$ cat src/hdl/sibt_pkg.sv
// Constants for the interval counters and the countdown timer.
// Assumes a 100 MHz system clock and I/O port accesses from the host.
// Notes on behaviour
// - Three independent interval counters in one unit, each output serving a function.
// - Counter zero output drives the system tick interrupt line.
// - Counter one output is refresh request; counter two output is speaker tone.
// - All interval counters clock from the divided crystal reference.
// - In rate and square-wave modes a written count loads on the next counter-clock tick.
// - Square wave: output high, decrement by two, toggle and reload at count two or one.
// - Square-wave period equals counter period times initial count, rounded up to even.
// - Rate generator: output low for one period at count one, then reload.
// - Tone is clock over count rounded up to even; software enables speaker via control port.
// - Counter two gate from control port bit; other gates tied high.
// - One-shot on counter two starts on gate rising edge; edges may be missed.
// - Countdown timer decrements once per eighth bus clock.
// - Base register enable gates access; counting continues when disabled.
// - Countdown timer address decoded from the programmed base address.
// - 16 or 32-bit access; upper half ignored on write, zero on read.
// - Write starts countdown; decrement to zero then hold zero.
// - Reads return current value; rewrite accepted at any time.
// - Prescaler phase not reset on write; first decrement may come early.
package sibt_pkg;
	// ----------------------------------------
	// I/O ports
	// ----------------------------------------
	localparam logic [15:0] PORT_CNT0     = 16'h0040;
	localparam logic [15:0] PORT_CNT1     = 16'h0041;
	localparam logic [15:0] PORT_CNT2     = 16'h0042;
	localparam logic [15:0] PORT_CTRL     = 16'h0043;
	localparam logic [15:0] PORT_SYSCTL   = 16'h0061;
	localparam logic [15:0] PORT_BASE     = 16'h0078;
	localparam int          BASE_EN_BIT   = 0;
	localparam int          SYS_GATE_BIT  = 0;
	localparam int          SYS_SPK_BIT   = 1;
	localparam int          SYS_OUT2_BIT  = 5;
	// ----------------------------------------
	// Modes and timing
	// ----------------------------------------
	localparam logic [2:0]  MODE_ONESHOT  = 3'h1;
	localparam logic [2:0]  MODE_RATE     = 3'h2;
	localparam logic [2:0]  MODE_SQUARE   = 3'h3;
	localparam int          CLK_MHZ_X1000 = 100000;
	localparam int          XTAL_KHZ      = 1193;
	localparam int          XTAL_DIV      = CLK_MHZ_X1000 / XTAL_KHZ;
	localparam logic [6:0]  XTAL_DIV_M1   = 7'(XTAL_DIV - 1);
	localparam logic [2:0]  BUS_DIV_M1    = 3'h7;
endpackage

$ cat src/hdl/sibt_ctr_if.sv
// Carrier from the port decoder to one interval counter.
// Assumes a single system clock.
`timescale 1ns/1ps
interface sibt_ctr_if;
	logic       wr_cnt;
	logic       wr_mode;
	logic [7:0] wdata;
	logic       gate;
	logic       tick;
	logic       out;
	logic [15:0] count;
	modport ctl (output wr_cnt, output wr_mode, output wdata, output gate, output tick,
		input out, input count);
	modport ctr (input wr_cnt, input wr_mode, input wdata, input gate, input tick,
		output out, output count);
endinterface

$ cat src/hdl/sibt_counter.sv
// One interval counter: one-shot, rate and square-wave modes.
// Assumes tick is a one-cycle pulse at the counter-clock rate.
`timescale 1ns/1ps
module sibt_counter (
	input wire logic i_clk_sys,
	input wire logic i_reset,
	sibt_ctr_if.ctr  bus
);
	typedef struct packed {
		logic [2:0]  mode;
		logic        lsb_done;
		logic [15:0] init;
		logic        pend;
		logic [15:0] cnt;
		logic        out;
		logic        run;
		logic        gate_d;
	} sibt_cst_s;
	sibt_cst_s st;
	sibt_cst_s next_st;

	always_comb begin
		next_st = st;
		if (bus.wr_mode) begin
			next_st.mode = bus.wdata[3:1];
			next_st.lsb_done = 1'b0;
			next_st.out = 1'b1;
			next_st.run = 1'b0;
		end else if (bus.wr_cnt) begin
			if (!st.lsb_done) begin
				next_st.init[7:0] = bus.wdata;
				next_st.lsb_done = 1'b1;
			end else begin
				next_st.init[15:8] = bus.wdata;
				next_st.lsb_done = 1'b0;
				next_st.pend = 1'b1;
			end
		end
		if (bus.tick) begin
			next_st.gate_d = bus.gate;
			if (st.pend && st.mode != sibt_pkg::MODE_ONESHOT) begin
				// Load on the first counter tick after the write
				next_st.cnt = st.init;
				// A second count written on the load edge stays pending
				next_st.pend = bus.wr_cnt && st.lsb_done;
				next_st.run = 1'b1;
				next_st.out = 1'b1;
			end else if (st.mode == sibt_pkg::MODE_ONESHOT) begin
				if (bus.gate && !st.gate_d) begin
					next_st.cnt = st.init;
					next_st.pend = 1'b0;
					next_st.run = 1'b1;
					next_st.out = 1'b0;
				end else if (st.run) begin
					next_st.cnt = st.cnt - 16'h0001;
					if (st.cnt == 16'h0001) begin
						next_st.out = 1'b1;
						next_st.run = 1'b0;
					end
				end
			end else if (st.run && bus.gate) begin
				if (st.mode == sibt_pkg::MODE_RATE) begin
					// Low for exactly one period at count one
					next_st.out = (st.cnt != 16'h0002);
					next_st.cnt = (st.cnt == 16'h0001) ? st.init : st.cnt - 16'h0001;
				end else begin
					// Two-step decrement; odd counts gain half a period per half
					if (st.cnt <= 16'h0002) begin
						next_st.cnt = st.init;
						next_st.out = ~st.out;
					end else begin
						next_st.cnt = st.cnt - 16'h0002;
					end
				end
			end
		end
	end

	always_ff @(posedge i_clk_sys) begin
		if (i_reset) begin
			st <= '{mode: sibt_pkg::MODE_SQUARE, out: 1'b1, default: '0};
		end else begin
			st <= next_st;
		end
	end

	assign bus.out = st.out;
	assign bus.count = st.cnt;

	gate_edge_a: assert property (@(posedge i_clk_sys) disable iff (i_reset)
		bus.tick && st.mode == sibt_pkg::MODE_ONESHOT && bus.gate && !st.gate_d
		|=> st.run && !st.out) else $error("one-shot did not start on gate edge");
	rate_low_a: assert property (@(posedge i_clk_sys) disable iff (i_reset)
		bus.tick && st.run && bus.gate && !st.pend && st.mode == sibt_pkg::MODE_RATE
		&& st.cnt == 16'h0001 |=> st.cnt == $past(st.init) && st.out)
		else $error("rate counter did not reload");
	load_delay_a: assert property (@(posedge i_clk_sys) disable iff (i_reset)
		bus.wr_cnt && st.lsb_done && !bus.tick |=> st.pend)
		else $error("written count was not held for a period");
endmodule

$ cat src/hdl/sibt_top.sv
// Interval counters and relocatable countdown timer behind I/O ports.
// Assumes one host I/O access per strobe, on the system clock.
`timescale 1ns/1ps
module sibt_top (
	input  wire logic        i_clk_sys,
	input  wire logic        i_reset,
	input  wire logic        i_crystal_reference_clock,
	input  wire logic        i_expansion_bus_clock,
	input  wire logic        i_io_wr,
	input  wire logic        i_io_rd,
	input  wire logic [15:0] i_io_addr,
	input  wire logic [3:0]  i_io_be,
	input  wire logic [31:0] i_io_wdata,
	output logic      [31:0] o_io_rdata,
	output logic             o_io_hit,
	output logic             o_system_tick_interrupt,
	output logic             o_refresh_request,
	output logic             o_speaker_tone
);
	// ----------------------------------------
	// State
	// ----------------------------------------
	typedef struct packed {
		logic [2:0]  xtal_sync;
		logic        xtal_lvl;
		logic [2:0]  bus_sync;
		logic        bus_lvl;
		logic [6:0]  xtal_div;
		logic [2:0]  bus_div;
		logic [7:0]  sysctl;
		logic [15:0] base;
		logic [15:0] bt_cnt;
		logic [31:0] rdata;
		logic        hit;
	} sibt_st_s;
	sibt_st_s st;
	sibt_st_s next_st;

	sibt_ctr_if ctr_if[3] ();
	logic [1:0] sel_ctr;
	logic       ctr_tick;
	logic       bus_tick;
	logic       bt_hit;
	logic       xtal_rise;
	logic       bus_rise;

	function automatic logic is_port(input logic [15:0] a, input logic [15:0] p);
		return a == p;
	endfunction

	// ----------------------------------------
	// Clock references
	// ----------------------------------------
	// Edge counts only once the second and third stages agree
	assign xtal_rise = (st.xtal_sync[2] == st.xtal_sync[1]) && st.xtal_sync[2] && !st.xtal_lvl;
	assign bus_rise = (st.bus_sync[2] == st.bus_sync[1]) && st.bus_sync[2] && !st.bus_lvl;
	// Crystal edges set the counter clock; divider is the local stand-in
	assign ctr_tick = xtal_rise && st.xtal_div == '0;
	assign bus_tick = bus_rise && st.bus_div == sibt_pkg::BUS_DIV_M1;
	// Countdown timer port follows the base register
	assign bt_hit = st.base[sibt_pkg::BASE_EN_BIT]
		&& (i_io_addr[15:2] == st.base[15:2]);
	assign sel_ctr = i_io_addr[1:0];

	genvar g;
	generate
		for (g = 0; g < 3; g++) begin : gen_ctr
			assign ctr_if[g].wr_cnt = i_io_wr && is_port(i_io_addr, sibt_pkg::PORT_CNT0 + 16'(g));
			assign ctr_if[g].wr_mode = i_io_wr && is_port(i_io_addr, sibt_pkg::PORT_CTRL)
				&& i_io_wdata[7:6] == 2'(g);
			assign ctr_if[g].wdata = i_io_wdata[7:0];
			assign ctr_if[g].tick = ctr_tick;
			// Only counter two sees a software gate
			assign ctr_if[g].gate = (g == 2) ? st.sysctl[sibt_pkg::SYS_GATE_BIT] : 1'b1;
			sibt_counter u_ctr (
				.i_clk_sys (i_clk_sys),
				.i_reset   (i_reset),
				.bus       (ctr_if[g])
			);
		end
	endgenerate

	// ----------------------------------------
	// Next state
	// ----------------------------------------
	always_comb begin
		next_st = st;
		next_st.xtal_sync = {st.xtal_sync[1:0], i_crystal_reference_clock};
		next_st.bus_sync = {st.bus_sync[1:0], i_expansion_bus_clock};
		if (st.xtal_sync[2] == st.xtal_sync[1]) begin
			next_st.xtal_lvl = st.xtal_sync[2];
		end
		if (st.bus_sync[2] == st.bus_sync[1]) begin
			next_st.bus_lvl = st.bus_sync[2];
		end
		if (xtal_rise) begin
			next_st.xtal_div = (st.xtal_div == '0) ? sibt_pkg::XTAL_DIV_M1
				: st.xtal_div - 7'h01;
		end
		// Free-running; a write never resets the phase
		if (bus_rise) begin
			next_st.bus_div = st.bus_div + 3'h1;
		end
		// Keeps counting regardless of access enable
		if (bus_tick && st.bt_cnt != '0) begin
			next_st.bt_cnt = st.bt_cnt - 16'h0001;
		end
		next_st.hit = 1'b0;
		next_st.rdata = '0;
		if (i_io_wr) begin
			if (bt_hit) begin
				if (&i_io_be[1:0]) begin
					next_st.bt_cnt = i_io_wdata[15:0];
				end
			end else if (is_port(i_io_addr, sibt_pkg::PORT_SYSCTL)) begin
				next_st.sysctl = i_io_wdata[7:0];
			end else if (is_port(i_io_addr, sibt_pkg::PORT_BASE)) begin
				next_st.base = i_io_wdata[15:0];
			end
		end
		if (i_io_rd) begin
			next_st.hit = 1'b1;
			if (bt_hit) begin
				next_st.rdata = {16'h0000, st.bt_cnt};
			end else if (is_port(i_io_addr, sibt_pkg::PORT_SYSCTL)) begin
				next_st.rdata = {24'h000000, st.sysctl};
				next_st.rdata[sibt_pkg::SYS_OUT2_BIT] = ctr_if[2].out;
			end else if (is_port(i_io_addr, sibt_pkg::PORT_BASE)) begin
				next_st.rdata = {16'h0000, st.base};
			end else if (i_io_addr[15:2] == sibt_pkg::PORT_CNT0[15:2] && sel_ctr != 2'h3) begin
				next_st.rdata = {16'h0000, sel_ctr == 2'h0 ? ctr_if[0].count
					: sel_ctr == 2'h1 ? ctr_if[1].count : ctr_if[2].count};
			end else begin
				next_st.hit = 1'b0;
			end
		end
	end

	always_ff @(posedge i_clk_sys) begin
		if (i_reset) begin
			st <= '0;
		end else begin
			st <= next_st;
		end
	end

	// ----------------------------------------
	// Outputs
	// ----------------------------------------
	assign o_io_rdata = st.rdata;
	assign o_io_hit = st.hit;
	assign o_system_tick_interrupt = ctr_if[0].out;
	assign o_refresh_request = ctr_if[1].out;
	// Tone reaches the speaker only when software enables it
	assign o_speaker_tone = ctr_if[2].out && st.sysctl[sibt_pkg::SYS_SPK_BIT];

	bt_hold_a: assert property (@(posedge i_clk_sys) disable iff (i_reset)
		st.bt_cnt == '0 && !(i_io_wr && bt_hit) |=> st.bt_cnt == '0)
		else $error("countdown left zero without a write");
	bt_dec_a: assert property (@(posedge i_clk_sys) disable iff (i_reset)
		bus_tick && st.bt_cnt != '0 && !i_io_wr |=> st.bt_cnt == $past(st.bt_cnt) - 16'h0001)
		else $error("countdown missed a decrement");
	bt_load_a: assert property (@(posedge i_clk_sys) disable iff (i_reset)
		i_io_wr && bt_hit && &i_io_be[1:0] |=> st.bt_cnt == $past(i_io_wdata[15:0]))
		else $error("countdown write not taken whole");
	bt_read_a: assert property (@(posedge i_clk_sys) disable iff (i_reset)
		i_io_rd && bt_hit |=> o_io_hit && o_io_rdata[31:16] == 16'h0000
		&& o_io_rdata[15:0] == $past(st.bt_cnt)) else $error("countdown read wrong");
	bt_off_a: assert property (@(posedge i_clk_sys) disable iff (i_reset)
		!st.base[sibt_pkg::BASE_EN_BIT] |=> st.bt_cnt == $past(st.bt_cnt)
		|| st.bt_cnt == $past(st.bt_cnt) - 16'h0001)
		else $error("closed countdown port took a write");
	spk_gate_a: assert property (@(posedge i_clk_sys) disable iff (i_reset)
		!st.sysctl[sibt_pkg::SYS_SPK_BIT] |-> !o_speaker_tone)
		else $error("speaker driven while disabled");
	bus_div_a: assert property (@(posedge i_clk_sys) disable iff (i_reset)
		bus_rise |=> st.bus_div == $past(st.bus_div) + 3'h1)
		else $error("prescaler did not advance");
	tick_src_a: assert property (@(posedge i_clk_sys) disable iff (i_reset)
		ctr_tick |-> xtal_rise) else $error("counter tick without crystal edge");
	bt_start_c: cover property (@(posedge i_clk_sys) i_io_wr && bt_hit);
	bt_zero_c: cover property (@(posedge i_clk_sys) st.bt_cnt == 16'h0001 ##1 st.bt_cnt == '0);
	tick_c: cover property (@(posedge i_clk_sys) $rose(o_system_tick_interrupt));
	spk_c: cover property (@(posedge i_clk_sys) $rose(o_speaker_tone));
endmodule

$ cat config.mk
export PLATFORM = sky130hd
export DESIGN_NAME = sibt_top
export DESIGN_NICKNAME = d
export VERILOG_FILES = /design/src/hdl/sibt_pkg.sv /design/src/hdl/sibt_ctr_if.sv /design/src/hdl/sibt_counter.sv /design/src/hdl/sibt_top.sv
export SDC_FILE = /design/constraint.sdc
export NUM_CORES = 1
export LEC_CHECK = 0
export ABC_AREA = 0
export BUFFER_PORTS_ARGS = -buffer_cell sky130_fd_sc_hd__buf_2
export CAP_MARGIN = 30
export CORE_MARGIN = 2
export CORE_UTILIZATION = 42
export CTS_CLUSTER_SIZE = 12
export DETAILED_ROUTE_END_ITERATION = 10
export GPL_TIMING_DRIVEN = 0
export MAX_ROUTING_LAYER = met4
export PLACE_DENSITY = 0.6
export RECOVER_POWER = 25
export SYNTH_ARGS = -nofsm -noshare
export SYNTH_HDL_FRONTEND = slang
export SYNTH_SLANG_ARGS = --single-unit
$ cat constraint.sdc
create_clock -name i_clk_sys -period 2.6 [get_ports i_clk_sys]
set_input_delay 0.39 -clock i_clk_sys [delete_from_list [all_inputs] [get_ports i_clk_sys]]
set_output_delay 0.39 -clock i_clk_sys [all_outputs]
set_load 0.02 [all_outputs]
==> tab_implementation.tex, run 1 <==
\begin{tabular}{lr}
\hline
Metric & Value \\
\hline
\multicolumn{2}{l}{\textbf{CTS}} \\
TritonCTS Sinks & 193 \\
Maximum clock insertion buffer count & 2 \\
Clock-pin transition on the worst setup and hold timing paths & 0.08 ns \\
Htree depth & 4 \\
Number of hold buffers added after CTS & 0 \\
Buffer type at the clock tree root & sky130\_fd\_sc\_hd\_\_clkbuf\_16 \\
Number of buffers created by CTS & 17 \\
Clock tree from TritonCTS & done \\
Clock Latency Late Sink & 0.45 ns \\
\multicolumn{2}{l}{\textbf{Global routing}} \\
Via count of the first global-routing pass & 11651 \\
Initial antenna violation count & 0 \\
Maximum number of pins on one net before global-route repair & 20 \\
Final global-route overflow total & 0 \\
GR Util All Layers & 30.86\% \\
First-pass GRT wire length & 71370 um \\
\multicolumn{2}{l}{\textbf{Critical path}} \\
R2R setup slack & 0.04 ns \\
Arrival time of data at the critical path endpoint & 2.90 ns \\
Cell Chain, Critical Path & clkbuf\_1 > clkbuf\_1 > clkbuf\_1 > clkbuf\_1 > clkbuf\_1 > nor2\_1 \\
Buffers \& Inverters on Critical Path & 5 \\
Worst setup EP type & flip-flop \\
Startpoint Class & primary input \\
Top cell family by delay on the critical path & buffers and inverters \\
Delay of the slowest cell on the worst path & 0.77 ns \\
Worst EP required & 2.91 ns \\
Max Fanout on Critical Path & 10 \\
Most frequent cell on the critical path & sky130\_fd\_sc\_hd\_\_clkbuf\_1 \\
Classification of the worst setup path & in -> reg \\
Crit-path slowest cell & sky130\_fd\_sc\_hd\_\_clkbuf\_1 \\
\multicolumn{2}{l}{\textbf{Layout}} \\
Final net count & 1776 \\
Share of layout cells above drive strength 1 & 14.80\% \\
Final cell area excluding filler cells & 14550 um\^{}2 \\
Total of fill cells in the finished design & 2967 \\
Antenna diode instance count & 0 \\
Area growth from synthesis to final layout & 15.40\% \\
\multicolumn{2}{l}{\textbf{STA}} \\
Final min period & 2.585 ns \\
Highest Clock Rate & 386.8 MHz \\
Post-route clock period utilization & 99.42\% \\
Final number of max-transition violations & 0 \\
Final setup skew & 0.01584 ns \\
Final-report hold violation count & 0 \\
Setup repair after global routing missed its margin & true \\
Final hold slack & 0.1595 ns \\
Post-Route Setup TNS & 0 ns \\
Headroom to the max-slew limit & 29.75\% \\
Number of endpoints failing setup at the final stage & 0 \\
Transition time of the tightest slew-check pin & 1.045 ns \\
\multicolumn{2}{l}{\textbf{Power and ir drop}} \\
Power share of the clock group & 46.2\% \\
Design internal power & 4449 uW \\
Leakage power of the design & 0.005670 uW \\
Switch share & 26.71\% \\
Power per unit of standard cell area & 417.2 nW/um\^{}2 \\
Worst IR drop on VDD & 426.8 uV \\
Sequential fraction of design power & 48.7\% \\
Part of the power in combinational logic & 5.1\% \\
Psw & 1622 uW \\
\multicolumn{2}{l}{\textbf{Placement}} \\
Port Buf Inserts & 56 \\
Final weighted congestion in routability-driven placement & 1.060 \\
Placed cell areas & 13530 um\^{}2 \\
Final HPWL DP & 34520 um \\
\multicolumn{2}{l}{\textbf{Yosys}} \\
Synthesized flop and latch total & 193 \\
Count of different cell masters after synthesis & 89 \\
Async set-reset flop share out of synthesis & 0\% \\
Mean instance size in the synthesized netlist & 7.951 um\^{}2 \\
Synth Instances & 1586 \\
Total standard cell area after synthesis & 12610 um\^{}2 \\
Sequential fraction of the synthesis area & 30.64\% \\
Total number of yosys warnings & 0 \\
Main flop type after synthesis & sky130\_fd\_sc\_hd\_\_dfxtp\_1 \\
Count of flip-flops with a built-in enable after synthesis & 0 \\
\multicolumn{2}{l}{\textbf{Flow run}} \\
Reported max-cap violation count & 0 \\
\multicolumn{2}{l}{\textbf{Die}} \\
Core outline area & 29640 um\^{}2 \\
Number of rows created at floorplan & 63 \\
Initial Util & 42.54\% \\
Die H & 177.3 um \\
Horizontal die dimension & 177.3 um \\
Boundary Pins & 94 \\
Die area & 31420 um\^{}2 \\
\multicolumn{2}{l}{\textbf{Route}} \\
Total wire length & 47530 um \\
Number of design rule violations left after detail routing & 0 \\
Mean routed wirelength per cell & 22.65 um \\
Drt first-iter violations & 1465 \\
Detail Route Antenna Nets & 0 \\
Routed via count & 12798 \\
DR vias/cell & 6.097 \\
Number of detailed-route iterations in the first pass & 6 \\
\multicolumn{2}{l}{\textbf{Status}} \\
Outcome & finished, final reports clean \\
\multicolumn{2}{l}{\textbf{Hold path}} \\
Hold Path Class & in -> reg \\
\hline
\end{tabular}
## per-stage QoR
| stage | utilization, % | instances | total power [uW] | setup slack (ns) |
|---|---|---|---|---|
| after global routing | 49.10 | 2099 | 6210 | -0.02453 |
| after CTS | 48.11 | 2092 | 6077 | -0.1774 |
| after global placement | 45.33 | 2047 | 3319 | -0.7638 |
| after floorplan | - | 1601 | 3180 | 0.2128 |
| final | 49.10 | 2099 | 6071 | 0.01495 |
| after detailed placement | 45.66 | 2055 | 3332 | -0.3809 |
## placed cells by master (no fill, tap or decap), types with 34 or more instances in the layout
cell type	n
sky130_fd_sc_hd__nor3_1	43
sky130_fd_sc_hd__xnor2_1	51
sky130_fd_sc_hd__buf_4	53
sky130_fd_sc_hd__nand2_1	119
sky130_fd_sc_hd__mux2i_1	98
sky130_fd_sc_hd__clkbuf_1	98
sky130_fd_sc_hd__nand3_1	39
sky130_fd_sc_hd__dfxtp_1	190
sky130_fd_sc_hd__a21oi_1	100
sky130_fd_sc_hd__xor2_1	34
sky130_fd_sc_hd__buf_2	61
sky130_fd_sc_hd__o21ai_0	60
sky130_fd_sc_hd__nor2_1	196
## worst paths after layout
path / start / to / cells past startpoint
min reg2reg: next_st[89]$_SDFF_PP0_ / next_st[90]$_SDFF_PP0_ / 1
min: i_crystal_reference_clock / next_st[89]$_SDFF_PP0_ / 2
max: i_reset / gen_ctr[2].u_ctr.st[27]$_SDFFE_PP0P_ / 6
max reg2reg: gen_ctr[1].u_ctr.st[39]$_SDFFE_PP0P_ / gen_ctr[1].u_ctr.bus.count[12]$_SDFFE_PP0P_ / 6
## logic make-up (layout without fill, tap and decap cells)
| family | Yosys count | count (layout) | share of synthesized area, % |
|---|---|---|---|
| and+or+nand+nor | 599 | 599 | 24.40 |
| buffers and inverters | 185 | 293 | 6.936 |
| muxes | 99 | 99 | 7.869 |
| AOI/OAI and AO/OA | 402 | 402 | 22.04 |
| other | 1 | 16 | 0.02974 |
| xor gates and xnor gates | 85 | 85 | 5.904 |
| DFF | 193 | 193 | 30.64 |
| adders and majority gates | 22 | 22 | 2.183 |
## repair_timing
| item | in CTS | in global routing |
|---|---|---|
| endpoints found under the setup margin | 65 | 60 |
| setup buffers | 7 | 11 |
| gates resized for setup | 21 | 62 |
| pin swaps | 6 | 10 |
## metal layers
metal / up-vias / track usage [%] / part of all wire [%]
met5: - / - / 0
met4: 0 / 10.93 / 3.4
met3: 129 / 5.863 / 8.7
met2: 614 / 47.88 / 46
met1: 6107 / 40.11 / 42
li1: 5948 / - / -
## state kept, by name, summed over array words and instances, names as in the netlist
register,flops
ctr_if.gate,1
o_io_rdata,16
st,52
gen_ctr.u_ctr.st,68
gen_ctr.u_ctr.bus.out,3
next_st,4
o_io_hit,1
gen_ctr.u_ctr.bus.count,48
## cell type report
type	count	area (um^2)	area share, %
multi-input combinational	1223	8227	56.53
sequential	193	3870	26.59
buffer	153	773.2	5.314
tap	390	488.0	3.353
timing repair buffer	82	485.5	3.336
clock buffer	18	439.2	3.018
clock inverter	14	166.4	1.144
inverter	26	102.6	0.7051
## power groups by stage
stage | logic [uW] | clock network [uW] | registers [uW]
finish | 309 | 2800 | 2960
global route | 321 | 2930 | 2960
CTS | 303 | 2810 | 2960
detailed placement | 301 | 0 | 3030
global placement | 289 | 0 | 3030
floorplan | 150 | 0 | 3030
## cell usage after synthesis (21+ instances only)
library cell               number  area (um^2)
sky130_fd_sc_hd__dfxtp_1      193         3864
sky130_fd_sc_hd__buf_2         27        135.1
sky130_fd_sc_hd__nand3_1       40        200.2
sky130_fd_sc_hd__o21ai_0       62        310.3
sky130_fd_sc_hd__xnor2_1       51        446.7
sky130_fd_sc_hd__nand4_1       29        181.4
sky130_fd_sc_hd__nand2_1      121        454.2
sky130_fd_sc_hd__xor2_1        34        297.8
sky130_fd_sc_hd__a211oi_1      34        255.2
sky130_fd_sc_hd__mux2i_1       98        980.9
sky130_fd_sc_hd__nor2_1       201        754.5
sky130_fd_sc_hd__clkbuf_1      90        337.8
sky130_fd_sc_hd__a21oi_1      100        500.5
sky130_fd_sc_hd__buf_4         33        247.7
sky130_fd_sc_hd__ha_1          22        275.3
sky130_fd_sc_hd__nor3_1        45        225.2
sky130_fd_sc_hd__inv_1         26        97.59
sky130_fd_sc_hd__nor4_1        21        131.4
## worst register-to-register path, cell delays in order (launching register included)
cell,delay [ns]
sky130_fd_sc_hd__dfxtp_1,0.48
sky130_fd_sc_hd__or3b_2,0.17
sky130_fd_sc_hd__clkbuf_1,0.21
sky130_fd_sc_hd__and3_1,0.30
sky130_fd_sc_hd__clkbuf_1,0.50
sky130_fd_sc_hd__nand2_1,0.38
sky130_fd_sc_hd__o41ai_1,0.43
(Power assumes the default switching activity.)
==> run 2: changes to the inputs <==
CORE_ASPECT_RATIO = 1.4   (was not set)
==> tab_implementation.tex, run 2 (synthesis gave the netlist of run 1 again) <==
\begin{tabular}{lr}
\hline
Metric & Value \\
\hline
\multicolumn{2}{l}{\textbf{CTS}} \\
TritonCTS Sinks & 193 (unchanged) \\
Maximum clock insertion buffer count & 2 (unchanged) \\
Number of buffers created by CTS & 17 (unchanged) \\
Clock-pin transition on the worst setup and hold timing paths & 0.08 ns (about the same) \\
Clock Latency Late Sink & 0.46 ns (about the same) \\
Htree depth & 4 (unchanged) \\
Buffer type at the clock tree root & sky130\_fd\_sc\_hd\_\_clkbuf\_16 \\
Number of hold buffers added after CTS & 0 (unchanged) \\
Clock tree from TritonCTS & done \\
\multicolumn{2}{l}{\textbf{Layout}} \\
Most frequent standard cell in the layout excluding fill and tap cells & sky130\_fd\_sc\_hd\_\_nor2\_1 \\
Final Core Density & 48.74\% (-0.36 points) \\
Final cell area excluding filler cells & 14500 um\^{}2 (-0.37\%) \\
Share of layout cells above drive strength 1 & 14.68\% (-0.12 points) \\
Area growth from synthesis to final layout & 14.97\% \\
Final net count & 1770 (-0.34\%) \\
Largest register FFs & 68 (unchanged) \\
Largest register by flop count & gen\_ctr.u\_ctr.st \\
Antenna diode instance count & 0 (unchanged) \\
Top library cells by usage in the layout, fill and taps aside & sky130\_fd\_sc\_hd\_\_nor2\_1 (197), sky130\_fd\_sc\_hd\_\_dfxtp\_1 (188), sky130\_fd\_sc\_hd\_\_nand2\_1 (118), sky130\_fd\_sc\_hd\_\_clkbuf\_1 (102), sky130\_fd\_sc\_hd\_\_a21oi\_1 (99) \\
\multicolumn{2}{l}{\textbf{STA}} \\
Final number of max-transition violations & 0 (unchanged) \\
Transition time of the tightest slew-check pin & 0.9800 ns (-0.06505 ns) \\
Headroom to the max-slew limit & 34.67\% (+4.9 points) \\
Final hold slack & 0.1310 ns (-0.02841 ns) \\
Final min period & 2.547 ns (-0.03792 ns) \\
Final setup skew & 0.008226 ns (-0.007610 ns) \\
Post-Route Setup TNS & 0 ns (unchanged) \\
Setup repair after global routing missed its margin & true \\
Number of endpoints failing setup at the final stage & 0 (unchanged) \\
Final-report hold violation count & 0 (unchanged) \\
Highest Clock Rate & 392.6 MHz (+1.5\%) \\
Post-route clock period utilization & 97.97\% (-1.5 points) \\
\multicolumn{2}{l}{\textbf{Global routing}} \\
Initial antenna violation count & 1 (+1) \\
Via count of the first global-routing pass & 12173 (+4.5\%) \\
Maximum number of pins on one net before global-route repair & 18 (-10\%) \\
GR Util All Layers & 31.19\% (+0.32 points) \\
Final global-route overflow total & 0 (unchanged) \\
First-pass GRT wire length & 72440 um (+1.5\%) \\
\multicolumn{2}{l}{\textbf{Route}} \\
Routed via count & 12769 (-0.23\%) \\
Number of detailed-route iterations in the first pass & 8 (+2) \\
Number of design rule violations left after detail routing & 0 (unchanged) \\
Detail Route Antenna Nets & 0 (unchanged) \\
DR vias/cell & 6.115 (+0.30\%) \\
Drt first-iter violations & 1071 (-27\%) \\
Total wire length & 47760 um (+0.48\%) \\
Mean routed wirelength per cell & 22.87 um (+1.0\%) \\
\multicolumn{2}{l}{\textbf{Placement}} \\
Final weighted congestion in routability-driven placement & 1.016 (-4.1\%) \\
Placed cell areas & 13480 um\^{}2 (-0.40\%) \\
Port Buf Inserts & 56 (unchanged) \\
Final HPWL DP & 35170 um (+1.9\%) \\
\multicolumn{2}{l}{\textbf{Power and ir drop}} \\
Total design power & 5933 uW (-2.3\%) \\
Power per unit of standard cell area & 409.3 nW/um\^{}2 (-1.9\%) \\
Worst IR drop on VDD & 386.5 uV (-9.4\%) \\
Leakage power of the design & 0.005621 uW (-0.86\%) \\
\multicolumn{2}{l}{\textbf{Critical path}} \\
Worst setup EP type & flip-flop \\
Worst EP required & 2.91 ns (about the same) \\
Arrival time of data at the critical path endpoint & 2.86 ns (-0.04 ns) \\
Max Fanout on Critical Path & 10 (unchanged) \\
Classification of the worst setup path & in -> reg \\
Startpoint Class & primary input \\
\multicolumn{2}{l}{\textbf{Die}} \\
Die area & 31440 um\^{}2 (about the same) \\
Die H & 209.0 um (+18\%) \\
Number of rows created at floorplan & 75 (+19\%) \\
Horizontal die dimension & 150.4 um (-15\%) \\
Boundary Pins & 94 (unchanged) \\
Initial Util & 42.39\% (-0.16 points) \\
Core outline area & 29750 um\^{}2 (+0.37\%) \\
\multicolumn{2}{l}{\textbf{Status}} \\
Outcome & finished, final reports clean \\
\multicolumn{2}{l}{\textbf{Flow run}} \\
Reported max-cap violation count & 0 (unchanged) \\
\multicolumn{2}{l}{\textbf{Hold path}} \\
Hold Path Class & in -> reg \\
\hline
\end{tabular}
## run 2: layout make-up
class | instances | area [um^2]
plain buffers | 153 | 795.8
clock inverters | 12 | 121.4
clock buffers | 20 | 446.7
inverters | 26 | 100.1
multi-input cells | 1223 | 8258
well taps | 385 | 481.7
flip-flops and latches | 193 | 3872
fillers | 2942 | 15250
repair buffers | 76 | 421.7
## run 2: power breakdown
| part | internal (uW) | switching, uW |
|---|---|---|
| Clock | 1370 | 1310 |
| Sequential | 2960 | 3.30 |
| Combinational | 84.3 | 213 |
| Total | 4410 | 1520 |
## run 2: worst paths after layout
kind	start	to	slack (ns)	depth (start not counted)
hold / removal	i_crystal_reference_clock	next_st[89]$_SDFF_PP0_	0.13	2
setup reg to reg	next_st[90]$_SDFF_PP0_	gen_ctr[0].u_ctr.bus.count[13]$_SDFFE_PP0P_	0.07	8
hold reg to reg	next_st[89]$_SDFF_PP0_	next_st[90]$_SDFF_PP0_	0.44	1
setup / recovery	i_reset	gen_ctr[1].u_ctr.bus.count[0]$_SDFFE_PP0P_	0.05	5
## run 2: critical path: stages
cell	delay (ns)
sky130_fd_sc_hd__clkbuf_1	0.11
sky130_fd_sc_hd__clkbuf_1	0.67
sky130_fd_sc_hd__clkbuf_1	0.69
sky130_fd_sc_hd__clkbuf_1	0.76
sky130_fd_sc_hd__o21ai_0	0.22
## run 2: layer usage
| metal | track usage, % | up-vias | share of wire, % |
|---|---|---|---|
| li1 | - | 5939 | - |
| met2 | 52.04 | 577 | 49 |
| met4 | 17.37 | 0 | 6.1 |
| met5 | - | - | 0 |
| met1 | 34.66 | 6069 | 38 |
| met3 | 5.830 | 184 | 7.1 |
## run 2: what timing repair did
action | CTS | global route
gates cloned | 0 | 1
setup endpoints to repair | 81 | 45
resized for setup | 34 | 62
pin swaps | 5 | 17
buffers inserted | 4 | 11
## run 2: per-stage QoR
| step | worst slack [ns] | cells |
|---|---|---|
| after global routing | -0.01254 | 2088 |
| after CTS | 0.002595 | 2081 |
| after detailed placement | -0.4497 | 2046 |
| after global placement | -0.6635 | 2042 |
| after floorplan | 0.2128 | 1601 |
| final | 0.05287 | 2088 |
